`config.mk`:
```
export PLATFORM = sky130hd
export DESIGN_NAME = bscr_regs
export DESIGN_NICKNAME = d
export VERILOG_FILES = /design/src/bscr_pkg.sv /design/src/bscr_regs.sv
export SDC_FILE = /design/constraint.sdc
export NUM_CORES = 1
export LEC_CHECK = 0
export BUFFER_PORTS_ARGS = -buffer_cell sky130_fd_sc_hd__buf_4
export CAP_MARGIN = 20
export CORE_MARGIN = 3
export CORE_UTILIZATION = 30
export DETAILED_ROUTE_END_ITERATION = 8
export GPL_TIMING_DRIVEN = 1
export PLACE_DENSITY = 0.79
export SLEW_MARGIN = 20
export SYNTH_ARGS = -nofsm -noshare
export SYNTH_HDL_FRONTEND = slang
export SYNTH_SLANG_ARGS = --single-unit
```
`constraint.sdc`:
```
create_clock -name clock_i -period 1.37 [get_ports clock_i]
set_input_delay 0 -clock clock_i [delete_from_list [all_inputs] [get_ports clock_i]]
set_output_delay 0 -clock clock_i [all_outputs]
set_load 0.05 [all_outputs]
```
`src/bscr_pkg.sv`:
```
package bscr_pkg;
  // Register location in configuration space (byte address, dword-aligned)
  localparam logic [7:0]  BSCR_OFFSET          = 8'h44;
  localparam logic [15:0] BSCR_RESET           = 16'h0000;
  // Field positions of the command half
  localparam int          BSCR_IO_EN_BIT       = 0;
  localparam int          BSCR_MEM_EN_BIT      = 1;
  localparam int          BSCR_MASTER_EN_BIT   = 2;
  localparam int          BSCR_SPECIAL_BIT     = 3;
  localparam int          BSCR_MWI_BIT         = 4;
  localparam int          BSCR_PALETTE_BIT     = 5;
  localparam int          BSCR_PERR_RESP_BIT   = 6;
  localparam int          BSCR_WAIT_BIT        = 7;
  localparam int          BSCR_SERR_EN_BIT     = 8;
  localparam int          BSCR_FBB_BIT         = 9;
  localparam int          BSCR_INTX_DIS_BIT    = 10;
  // Writable bits of the command half; everything else reads zero
  localparam logic [15:0] BSCR_RW_MASK         = 16'h0547;
  // Status half: master data parity error flag sits at bit 24 of the dword
  localparam int          BSCR_MDPE_BIT        = 24;
endpackage : bscr_pkg

```
`src/bscr_regs.sv`:
```
`timescale 1ns/1ps
// How it works
// [RULE1] Bit 0 clear ignores secondary I/O
// [RULE2] Bit 1 clear ignores secondary memory reads
// [RULE3] Bit 2 clear blocks mastering and responding
// [RULE4] Split completions allowed regardless in reverse PCI-X
// [RULE5] Bit 3 reads zero, no special cycles
// [RULE6] Bit 4 reads zero, MWI only forwarded
// [RULE7] Bit 5 reads zero, palette snoop ignored
// [RULE8] Bit 6 set: parity events set flag
// [RULE9] Bit 6 clear: parity events ignored
// [RULE10] Bit 7 wait cycle control reads zero
// [RULE11] Forward mode: bit 8 gates error messages
// [RULE12] Reverse mode: bit 8 gates system error
// [RULE13] Bit 9 fast back-to-back reads zero
// [RULE14] Bit 10 set stops and releases INTx
// [RULE15] Bits 15 to 11 reserved, read zero
// [RULE16] Parity flag needs enable, write-one clears
// [RULE17] Writes to read-only bits are ignored
module bscr_regs
  import bscr_pkg::*;
(
  input  wire logic        clock_i,         // Bridge core clock
  input  wire logic        reset_i,         // Asynchronous, active high
  input  wire logic        cfg_wr_i,        // Configuration write strobe
  input  wire logic        cfg_rd_i,        // Configuration read strobe
  input  wire logic [7:0]  cfg_addr_i,      // Configuration byte address
  input  wire logic [3:0]  cfg_be_i,        // Byte enables of the dword
  input  wire logic [31:0] cfg_wdata_i,     // Write data
  output logic      [31:0] cfg_rdata_o,     // Registered read data
  input  wire logic        reverse_i,       // Bridge runs in reverse mode
  input  wire logic        pcix_mode_i,     // Secondary bus runs PCI-X
  input  wire logic        parity_event_i,  // Poisoned TLP or parity error seen
  input  wire logic        fatal_err_i,     // Error condition to report
  input  wire logic        intx_req_i,      // Interrupt request from the core
  output logic             io_accept_o,     // May answer secondary I/O
  output logic             mem_rd_accept_o, // May answer secondary memory reads
  output logic             master_en_o,     // May master memory/I-O on secondary
  output logic             split_cpl_en_o,  // May issue split completions
  output logic             err_msg_en_o,    // Forward: may send error messages
  output logic             serr_assert_o,   // Reverse: drive system error
  output logic             intx_o,          // INTx message assertion level
  output logic             mdpe_o           // Master data parity error flag
);

  logic [15:0] cmd_q, cmd_d;       // Command half, only writable bits stored
  logic        mdpe_q, mdpe_d;     // Sticky parity flag
  logic [31:0] rdata_q, rdata_d;   // Read data register
  logic [6:0]  ctl_q, ctl_d;       // Registered control outputs, one per level
  logic        hit;                // Access targets this dword

  // Whole byte address is compared, so only the dword's base address hits
  assign hit = (cfg_addr_i == BSCR_OFFSET);

  // Next-state logic for the command bits and the sticky flag
  always_comb
  begin
    cmd_d  = cmd_q;
    mdpe_d = mdpe_q;
    if (cfg_wr_i && hit)
    begin
      // Only writable bits land; read-only and reserved bits stay zero
      if (cfg_be_i[0])
        cmd_d[7:0] = cfg_wdata_i[7:0] & BSCR_RW_MASK[7:0];        // [RULE17] [RULE5] [RULE6]
      if (cfg_be_i[1])
        cmd_d[15:8] = cfg_wdata_i[15:8] & BSCR_RW_MASK[15:8];     // [RULE15] [RULE13]
      if (cfg_be_i[3] && cfg_wdata_i[BSCR_MDPE_BIT])
        mdpe_d = 1'b0;                                            // [RULE16]
    end
    // Set beats a simultaneous clear, so no event is lost
    if (parity_event_i && cmd_q[BSCR_PERR_RESP_BIT])
      mdpe_d = 1'b1;                                              // [RULE8] [RULE9] [RULE16]
  end

  // Read data and control outputs, all from flip-flops
  always_comb
  begin
    rdata_d = rdata_q;
    if (cfg_rd_i)
    begin
      rdata_d = 32'h0000_0000;
      if (hit)
      begin
        rdata_d[15:0]          = cmd_q & BSCR_RW_MASK;            // [RULE10] [RULE7]
        rdata_d[BSCR_MDPE_BIT] = mdpe_q;
      end
    end
    ctl_d[0] = cmd_q[BSCR_IO_EN_BIT] & cmd_q[BSCR_MASTER_EN_BIT];  // [RULE1] [RULE3]
    ctl_d[1] = cmd_q[BSCR_MEM_EN_BIT] & cmd_q[BSCR_MASTER_EN_BIT]; // [RULE2] [RULE3]
    ctl_d[2] = cmd_q[BSCR_MASTER_EN_BIT];                          // [RULE3] [RULE4]
    // Reverse PCI-X split completions ignore the master enable
    ctl_d[3] = cmd_q[BSCR_MASTER_EN_BIT] | (reverse_i & pcix_mode_i); // [RULE4]
    ctl_d[4] = ~reverse_i & cmd_q[BSCR_SERR_EN_BIT];               // [RULE11]
    ctl_d[5] = reverse_i & cmd_q[BSCR_SERR_EN_BIT] & fatal_err_i;  // [RULE12]
    // Disable drops any asserted INTx on the next edge
    ctl_d[6] = intx_req_i & ~cmd_q[BSCR_INTX_DIS_BIT];             // [RULE14]
  end

  // Command bits and the sticky flag
  always_ff @(posedge clock_i or posedge reset_i)
  begin
    if (reset_i)
    begin
      cmd_q  <= BSCR_RESET;   // All command bits come up cleared
      mdpe_q <= 1'b0;         // No parity trouble seen yet
    end
    else
    begin
      cmd_q  <= cmd_d;
      mdpe_q <= mdpe_d;
    end
  end

  // Read data and control levels; the extra flop costs a cycle of delay
  // on every enable but keeps the outputs clean of decode glitches
  always_ff @(posedge clock_i or posedge reset_i)
  begin
    if (reset_i)
    begin
      rdata_q <= 32'h0000_0000; // Reads before the first access return zero
      ctl_q   <= 7'h00;         // Everything disabled
    end
    else
    begin
      rdata_q <= rdata_d;
      ctl_q   <= ctl_d;
    end
  end

  // Every output is a flop's own output; no gate sits behind it
  assign cfg_rdata_o     = rdata_q;
  assign io_accept_o     = ctl_q[0];
  assign mem_rd_accept_o = ctl_q[1];
  assign master_en_o     = ctl_q[2];
  assign split_cpl_en_o  = ctl_q[3];
  assign err_msg_en_o    = ctl_q[4];
  assign serr_assert_o   = ctl_q[5];
  assign intx_o          = ctl_q[6];
  assign mdpe_o          = mdpe_q;
endmodule // bscr_regs
```
; Word-level counts from Yosys, hierarchy flattened
; Cells that the tools add are included.
[op_classes]
eq_ne = 1
mux = 5
bitwise = 10
n_reduce_logical = 8
[op_table]
columns = op, count
row1 = two-way mux 11 bit, 1
row2 = equality test 8 x 7 -> 1 bit (second input constant), 1
row3 = AND 1 bit, 7
row4 = AND reduction 2 bit, 3
row5 = two-way mux 1 bit, 4
row6 = nonzero test 2 bit, 2
row7 = logical AND 1 bit, 3
row8 = NOT 1 bit, 2
row9 = OR 1 bit, 1
[totals]
reg_bits = 31
out_inout_bits = 40
wordCells = 29

; Logic depth before layout (Yosys ltp)
; Gate-level depths: netlist of run 1.
[depth]
word_depth = 4
ltp_mapped = 3
mapped_depth_nobuf = 3

; Worst setup path before layout of run 1
; OpenSTA, ideal clock, no wires.
[synth_timing]
path_type = input-to-reg
startpoint = input port cfg_addr_i[1]
endpoint = register cmd_q[0]
setup_ns = 0.125
arrival_time_ns = 0.821
setup_slack_ns = 0.424
stages = 3
path_buffers = 0
path_cell_list = nor4_4 nand4_1 mux2_2
[synth_between]
elab_chain_cells = 3
[synth_rtl]
columns = element, line
row1 = "start, declared", bscr_regs.sv:27  ; input wire logic [7:0] cfg_addr_i,
row2 = equality test 8 x 7 -> 1 bit, bscr_regs.sv:53  ; assign hit = (cfg_addr_i == BSCR_OFFSET);
row3 = logical AND 1 bit, bscr_regs.sv:60  ; if (cfg_wr_i && hit)
row4 = AND reduction 2 bit (no line), --
row5 = "end signal, assigned", bscr_regs.sv:109  ; cmd_q <= cmd_d;
row6 = "end, declared", bscr_regs.sv:46  ; logic [15:0] cmd_q, cmd_d;
; Every way passes these cells.
; A chain may end at the register's enable or synchronous reset.

; Worst setup path after layout of run 1
[layout_timing]
startpoint = register mdpe_q (netlist: mdpe_o)
endpoint = output port mdpe_o
[layout_lines]
columns = element, line
row1 = "start, declared", bscr_regs.sv:47  ; logic mdpe_q, mdpe_d;
row2 = "start signal, assigned", bscr_regs.sv:110  ; mdpe_q <= mdpe_d;
row3 = "end, declared", bscr_regs.sv:43  ; output logic mdpe_o
; No word-level cell between the ends.

==> summary by stage, run 1 <==
Status
The flow ran to the end, and the final reports show no timing, DRC or antenna violations.

STA
Setup violations remaining at the end of the flow were counted as 0. The upper clock frequency limit is 1090 MHz. The final setup skew is between 0.009 and 0.01 ns. The minimum setup slack in the final design is between 0.4 and 0.5 ns. The final critical-path required period is around 0.9 ns. The max-slew violation count is 0. The worst hold slack is just over 0.05 ns.

The final sum of negative setup slack is 0 ns. Setup repair after global routing left no endpoint under its margin. The count of endpoints failing hold in the final timing report is 0. The part of the cycle the worst path needs is 66.9%.

Floorplanning
The die covers between 0.004 and 0.005 mm2. The floorplan step defined a core boundary enclosing 0.00310 mm2. The vertical extent of the die is roughly 64 um.

The initial utilization of the core area, before any placement, comes to around 32%. The number of I/O pins is 93. The initialized floorplan defines 20 standard-cell rows. From left edge to right edge, the die measures about 64 um.

Worst setup path
The nature of the critical path startpoint is a flip-flop. Together, buffers and inverters on the worst path number 1. The kind of cell with the highest combined delay along the critical path is flip-flops.

Traced cell by cell, the critical path runs through buf_4. The worst flop-to-flop path startpoint is cmd_q[2]$_DFFE_PP0P_. The critical path is of the reg2out type. In this design, the stage delay of the slowest critical-path cell is approximately 0.42 ns.

Data on the critical path arrives at its endpoint at around 0.92 ns. In this run the number of cells on the critical path is 1. The end of the critical path is mdpe_o.

The worst register-to-register path has a setup slack of 0.55 ns. Along the worst path, the maximum fanout reaches 3. The largest individual stage delay along the critical path comes from the cell sky130_fd_sc_hd__dfrtp_1. The kind of end point of the critical path is an output port. The capture instance of the worst register-to-register path is cmd_q[2]$_DFFE_PP0P_.

The worst endpoint required time is between 1 and 1.5 ns. The worst setup path startpoint is mdpe_o$_DFFE_PP0P_. For the worst flop-to-flop path, the logic depth is 1.

Routing
The detailed-routing wirelength on met1 is a little under 800 um. The met2 wire length is ~1000 um. The number of vias per cell is between 3 and 4. Detailed routing inserted a total of roughly 740 vias.

The uppermost layer routed is met4. The detailed-routed wire length on met3 is about 170 um. For this block, the routed nets add up to 1990 um of wire. After the first detailed-routing iteration, the DRC count stood at 14. In the routed design, unresolved DRC markers number 0. After detailed routing, the average wire length per cell comes to 10.4 um.

The total iterations of the first detailed-routing run is 4. The post-route antenna net violation count is 0.

Logic synthesis
The Yosys step of the flow raised 0 warnings. The post-synthesis instance area is around 1000 um2. The register area share after synthesis is 52.7%.

The number of library cell types mapped by synthesis is 17. The synthesized flop and latch total is 21. The share of the synthesized area in the top cell type is 52.7%. Sorting the synthesized cells by area gives the leading types as sky130_fd_sc_hd__dfrtp_1, sky130_fd_sc_hd__buf_4, sky130_fd_sc_hd__mux2_2. Synthesis produced 90 cells. The mean cell area of the mapped netlist is about 11 um2. Of all cell types, the one taking the most synthesized area is sky130_fd_sc_hd__dfrtp_1.

Finish
The final net count is approximately 200. Of the cells placed in the final design, the portion with a size suffix greater than 1 is 36.1%. 0 antenna diodes ended up in the layout. From synthesis to final layout, the design area changed by 42.7%.

Placement
OpenSTA, run right after detailed placement, puts the worst setup slack at ~0.17 ns. The congestion estimate from routability-driven global placement came to 0.645. The number of I/O port buffers is between 40 and 50. Detailed placement finished with a half-perimeter wire length of about 1500 um.

Clock network
The number of sinks driven by the clock tree is 21. The maximum root-to-sink buffer count is 2. The clock-pin slew on the worst setup and hold paths is approximately 0.10 ns.

The clock latency at the later pin of the worst-skew pair is around 0.30 ns. The tree is rooted in a sky130_fd_sc_hd__clkbuf_4. The number of levels in the clock H-tree is 1. After clock tree synthesis, the setup repair step added 0 buffers. The CTS tree is yes. The number of buffers added by the clock tree synthesis step is 3.

Global routing
The initial antenna violation count is 0. The number of global-route vias before repair came to about 720. The first-pass GRT wire length is 3100 um.

After global routing the overflow that remains totals 0. Global routing consumed, over all layers together, between 10% and 20% of the routing resources. The maximum number of pins on one net before global-route repair is 22.

Pwr
The reported leakage power is between 0.7 and 0.8 nW. VDD sags by at most ~280 uV. The ratio of total power to cell area is roughly 910 mW/mm2.

Job
Across the run, the number of max-cap violations was 0.

Hold path
The class of the tightest hold or removal check is in2reg.
[power breakdown]
| part | leakage (nW) | internal (W) | switching (W) |
|---|---|---|---|
| combinational | 0.440 | 0.000105 | 0.000244 |
| sequential | 0.288 | 0.000637 | 0.0000131 |
| clock | 0.0150 | 0.000113 | 0.000177 |
| total | 0.743 | 0.000856 | 0.000435 |
[layer usage]
layer | vias to the layer above | GRT usage [%]
met5 | - | 0
met4 | 0 | 7.28
met3 | 5 | 1.78
met2 | 46 | 17.1
met1 | 332 | 11.4
li1 | 361 | -
[logic make-up after synthesis]
family          Yosys count  share of synthesized area, %
compound gates            9                          6.02
buf+inv                  34                          22.2
flops                    21                          52.7
mux                       6                          6.77
other cells               1                         0.376
simple gates             19                          11.9
[worst min path at each step]
stage | start | end | slack (ns) | depth (start not counted)
floorplan | reset_i | cfg_rdata_o[0]$_DFFE_PP0P_ | -0.02 | 1
global placement | reset_i | ctl_q[2]$_DFF_PP0_ | 0.05 | 3
detailed placement | reset_i | ctl_q[2]$_DFF_PP0_ | 0.06 | 3
CTS | cfg_addr_i[4] | mdpe_o$_DFFE_PP0P_ | 0.03 | 4
global route | cfg_addr_i[4] | mdpe_o$_DFFE_PP0P_ | 0.03 | 4
finish | cfg_addr_i[4] | mdpe_o$_DFFE_PP0P_ | 0.05 | 4
[final cells by class]
cell class | instances | area, um2
sequential | 21 | 526
multi-input combinational | 59 | 340
clock buffer | 4 | 26.3
inverter | 8 | 30.0
timing repair buffer | 55 | 445
fill | 317 | 1680
tap | 44 | 55.1
[flip-flops by register name, summed over array words and instances, names as in the netlist]
register	flops
mdpe_o	1
cmd_q	6
cfg_rdata_o	7
ctl_q	7
[metrics by stage]
stage / total power [W] / std cells / utilization [%] / cell area (um2)
after floorplan: 0.000943 / 114 / - / 1090
after global placement: 0.000979 / 174 / 40.8 / 1270
after detailed placement: 0.000982 / 174 / 40.8 / 1270
after CTS: 0.00130 / 191 / 45.8 / 1420
after global routing: 0.00135 / 191 / 45.8 / 1420
final: 0.00129 / 191 / 45.8 / 1420
[placed cells by master (no fill, tap or decap), drive strengths merged]
cell type,count
inv,8
o22ai,7
dlygate4sd3,13
clkbuf,4
dfrtp,21
and3,2
a21o,1
and4bb,1
nor4,1
nand2,8
nand3,1
buf,42
nand4,2
and2,2
a22o,1
conb,25
mux2,6
nor2b,2
[synth_stat cells (all sizes together)]
cell	n
nand2	8
inv	8
dfrtp	21
o22ai	7
a22o	1
mux2	6
buf	25
and2	2
nor2b	2
nand3	1
nand4	2
clkbuf	1
nor4	1
and3	2
conb	1
and4bb	1
a21o	1
[what timing repair did]
item,4_1_cts,5_1_grt
hold endpoints to repair,35,0
hold buffers,13,0
resized for setup,0,0
No activity file was read; power rests on OpenSTA's default activity.
==> run 2: changes to the inputs <==
--- a/config.mk
+++ b/config.mk
@@ -11,7 +11,7 @@
 export CORE_UTILIZATION = 30
 export DETAILED_ROUTE_END_ITERATION = 8
 export GPL_TIMING_DRIVEN = 1
-export PLACE_DENSITY = 0.79
+export PLACE_DENSITY = 0.81
 export SLEW_MARGIN = 20
 export SYNTH_ARGS = -nofsm -noshare
 export SYNTH_HDL_FRONTEND = slang
==> constraint.sdc (replaced) <==
create_clock -name clock_i -period 0.8 [get_ports clock_i]
set_input_delay 0 -clock clock_i [delete_from_list [all_inputs] [get_ports clock_i]]
set_output_delay 0 -clock clock_i [all_outputs]
set_load 0.05 [all_outputs]
==> run 2 against run 1 <==
Against the previous run: the run now ends with negative setup slack left; wire length is 6.4% higher; final cell count is 3.1% higher; clock skew fell by 0.0077 ns; first-iteration DRC count fell by 14%.
==> summary by stage, run 2 (synthesized netlist as in run 1, its figures left out) <==
Finish
The fraction of layout cells with a size suffix above 1 is 46.4%. The total inserted antenna cells is 0. For this run, the number of standard cells in the final layout without fillers is slightly below 200. In the final design database the tool counted a little over 200 nets.

From synthesis to final layout, the design area changed by 56.3%. Leaving out fill and tap cells, the most frequent cell in the layout is sky130_fd_sc_hd__buf_4. In the layout the commonest cells are sky130_fd_sc_hd__buf_4, sky130_fd_sc_hd__conb_1, sky130_fd_sc_hd__buf_6. After filler insertion, the fill cell instance count of the layout stands at 291.

Placement
The instance count after placement with tap cells included is 178. The final RePlAce weighted congestion is ~0.73. The half-perimeter wire length after detailed placement is between 1500 and 2000 um.

The number of I/O port buffers is 41.

Floorplanning
The area of the die is between 0.004 and 0.005 mm2. From bottom edge to top edge, the die measures around 64 um. The floorplan step defined a core boundary enclosing between 0.003 and 0.004 mm2. The effective utilization at floorplan is between 30% and 40%. For this design the top-level I/O count stands at 93. The overall die width is between 60 and 70 um. Row generation in the floorplan step produced 20 rows.

Worst setup path
The worst setup path is launched from a flip-flop. The slowest stage of the critical path belongs to the cell sky130_fd_sc_hd__dfrtp_2. The combined buffer and inverter count along the critical path is 1. Data on the critical path arrives at its endpoint at approximately 0.9 ns. The family with the most delay on the worst path is flip-flops. The kind of end point of the critical path is an output port. The classification of the worst setup path is reg2out. STA puts the critical path data required time at about 0.80 ns. The signal on the critical path passes through buf_6. The critical path's largest stage delay is around 0.44 ns.

Along the worst path, the maximum fanout reaches 2.

Routing
The final routed DRC violation total is 0. The DRC marker count from the first detailed-route iteration is 12. The final routed wire length divided by cell count is between 10 and 15 um. The first detailed-routing pass took 4 iterations. The detailed router placed between 700 and 800 vias in this run.

Summed over all layers, the routed wires come to 2120 um. The number of vias per cell is 3.96. The post-route antenna net violation count is 0.

STA
The max-slew violation count was 0. Static timing analysis puts the maximum clock frequency at 1120 MHz. The worst hold slack is around 0.15 ns.

The clock arrives with about 0.0019 ns of skew. Of the available clock period, the critical path in the final layout requires 112%. Setup violations remaining at the end of the flow were counted as 17. Once routing completed, OpenROAD measured the worst setup slack at -0.0951 ns. Setup repair after global routing could not meet its margin everywhere. The final critical-path required period is slightly below 0.9 ns. The count of endpoints failing hold in the final timing report is 0.

Pwr
The total power after layout is around 0.0023 W. For this design the static power due to leakage is ~0.78 nW. The maximum resistive drop on vdd is 713 uV. The ratio of total power to cell area is about 1500 mW/mm2.

Global routing
The first global-routing pass estimated between 3000 and 4000 um of wire. The number of global-route vias before repair came to approximately 770. The initial antenna violation count is 0. The global route total overflow is 0. Entering global routing, the biggest net connects 22 pins. In the global route stage, overall resource usage came out at between 10% and 20%.

Clock network
The cell sitting at the root of the clock tree is a sky130_fd_sc_hd__clkbuf_4. After clock tree synthesis, the clock-pin slew on the worst setup and hold paths is about 0.11 ns. The CTS tree is yes. The number of sinks driven by the clock tree is 21.

The number of levels in the clock H-tree is 1. No sink is reached through more buffers than the 2 on the longest clock path. The number of buffers added by the clock tree synthesis step is 3. The clock latency at the later pin of the worst-skew pair is 0.30 ns.

Hold path
The worst hold path belongs to the class in2reg.

Job
The total of max-cap violations is 0.

Status
The checks that failed: negative setup slack. The flow ran to the end, but the final reports show violations.
[run 2: cell types whose count changed in the layout (fill, tap and decap cells not counted), moves of 2 or more]
cell and change:
sky130_fd_sc_hd__nand2_1 -2, sky130_fd_sc_hd__nand2_2 +2, sky130_fd_sc_hd__buf_6 +18, sky130_fd_sc_hd__and2_1 -2, sky130_fd_sc_hd__dfrtp_1 -8, sky130_fd_sc_hd__dfrtp_2 +8
sky130_fd_sc_hd__and2_4 +2, sky130_fd_sc_hd__buf_4 -12
[run 2: timing repair]
action	4_1_cts	5_1_grt
cloned	0	0
hold endpoints to repair	38	0
endpoints found under the setup margin	18	27
hold buffers	13	0
gates resized for setup	16	7
buffers inserted	2	0
[run 2: area by class of cell]
class	count	area, um2	area share, %
Clock buffer	4	26.3	1.69
Inverter	8	30.0	1.93
Multi-Input combinational cell	59	354	22.7
Sequential cell	21	536	34.3
Tap cell	44	55.1	3.53
Timing Repair Buffer	61	558	35.8
[run 2: through the flow]
step / instance area, um2 / utilization (%) / setup WS (ns) / TNS (ns)
finish: 1560 / 50.2 / -0.0951 / -0.943
detailed placement: 1310 / 42.1 / -0.340 / -3.55
global route: 1560 / 50.2 / -0.134 / -1.77
global placement: 1310 / 42.1 / -0.304 / -3.08
CTS: 1540 / 49.5 / -0.105 / -1.10
floorplan: 1100 / - / -0.145 / -0.737
[run 2: worst paths after layout]
path / startpoint / to / slack [ns] / depth (start not counted)
max: mdpe_o$_DFFE_PP0P_ / mdpe_o / -0.1 / 1
min: cfg_addr_i[1] / cmd_q[10]$_DFFE_PP0P_ / 0.15 / 4
max reg2reg: mdpe_o$_DFFE_PP0P_ / mdpe_o$_DFFE_PP0P_ / -0.06 / 2
min reg2reg: cmd_q[10]$_DFFE_PP0P_ / ctl_q[6]$_DFF_PP0_ / 0.46 / 1
max in group asynchronous: reset_i / cfg_rdata_o[0]$_DFFE_PP0P_ / 0.30 / 4
min in group asynchronous: reset_i / ctl_q[4]$_DFF_PP0_ / 0.28 / 4
[run 2: per-layer routing]
layer | track usage, % | vias up | wire length (um)
li1 | - | 373 | -
met1 | 11.1 | 363 | 696
met2 | 19.8 | 42 | 1160
met3 | 4.10 | 2 | 240
met4 | 4.85 | 0 | 26
met5 | 0 | - | 0
[run 2: power by group]
| group | total, W | leakage, nW | switching (W) | internal [W] |
|---|---|---|---|---|
| Combinational | 0.000661 | 0.494 | 0.000438 | 0.000222 |
| Sequential | 0.00112 | 0.275 | 0.0000245 | 0.00109 |
| Clock | 0.000491 | 0.0150 | 0.000296 | 0.000194 |
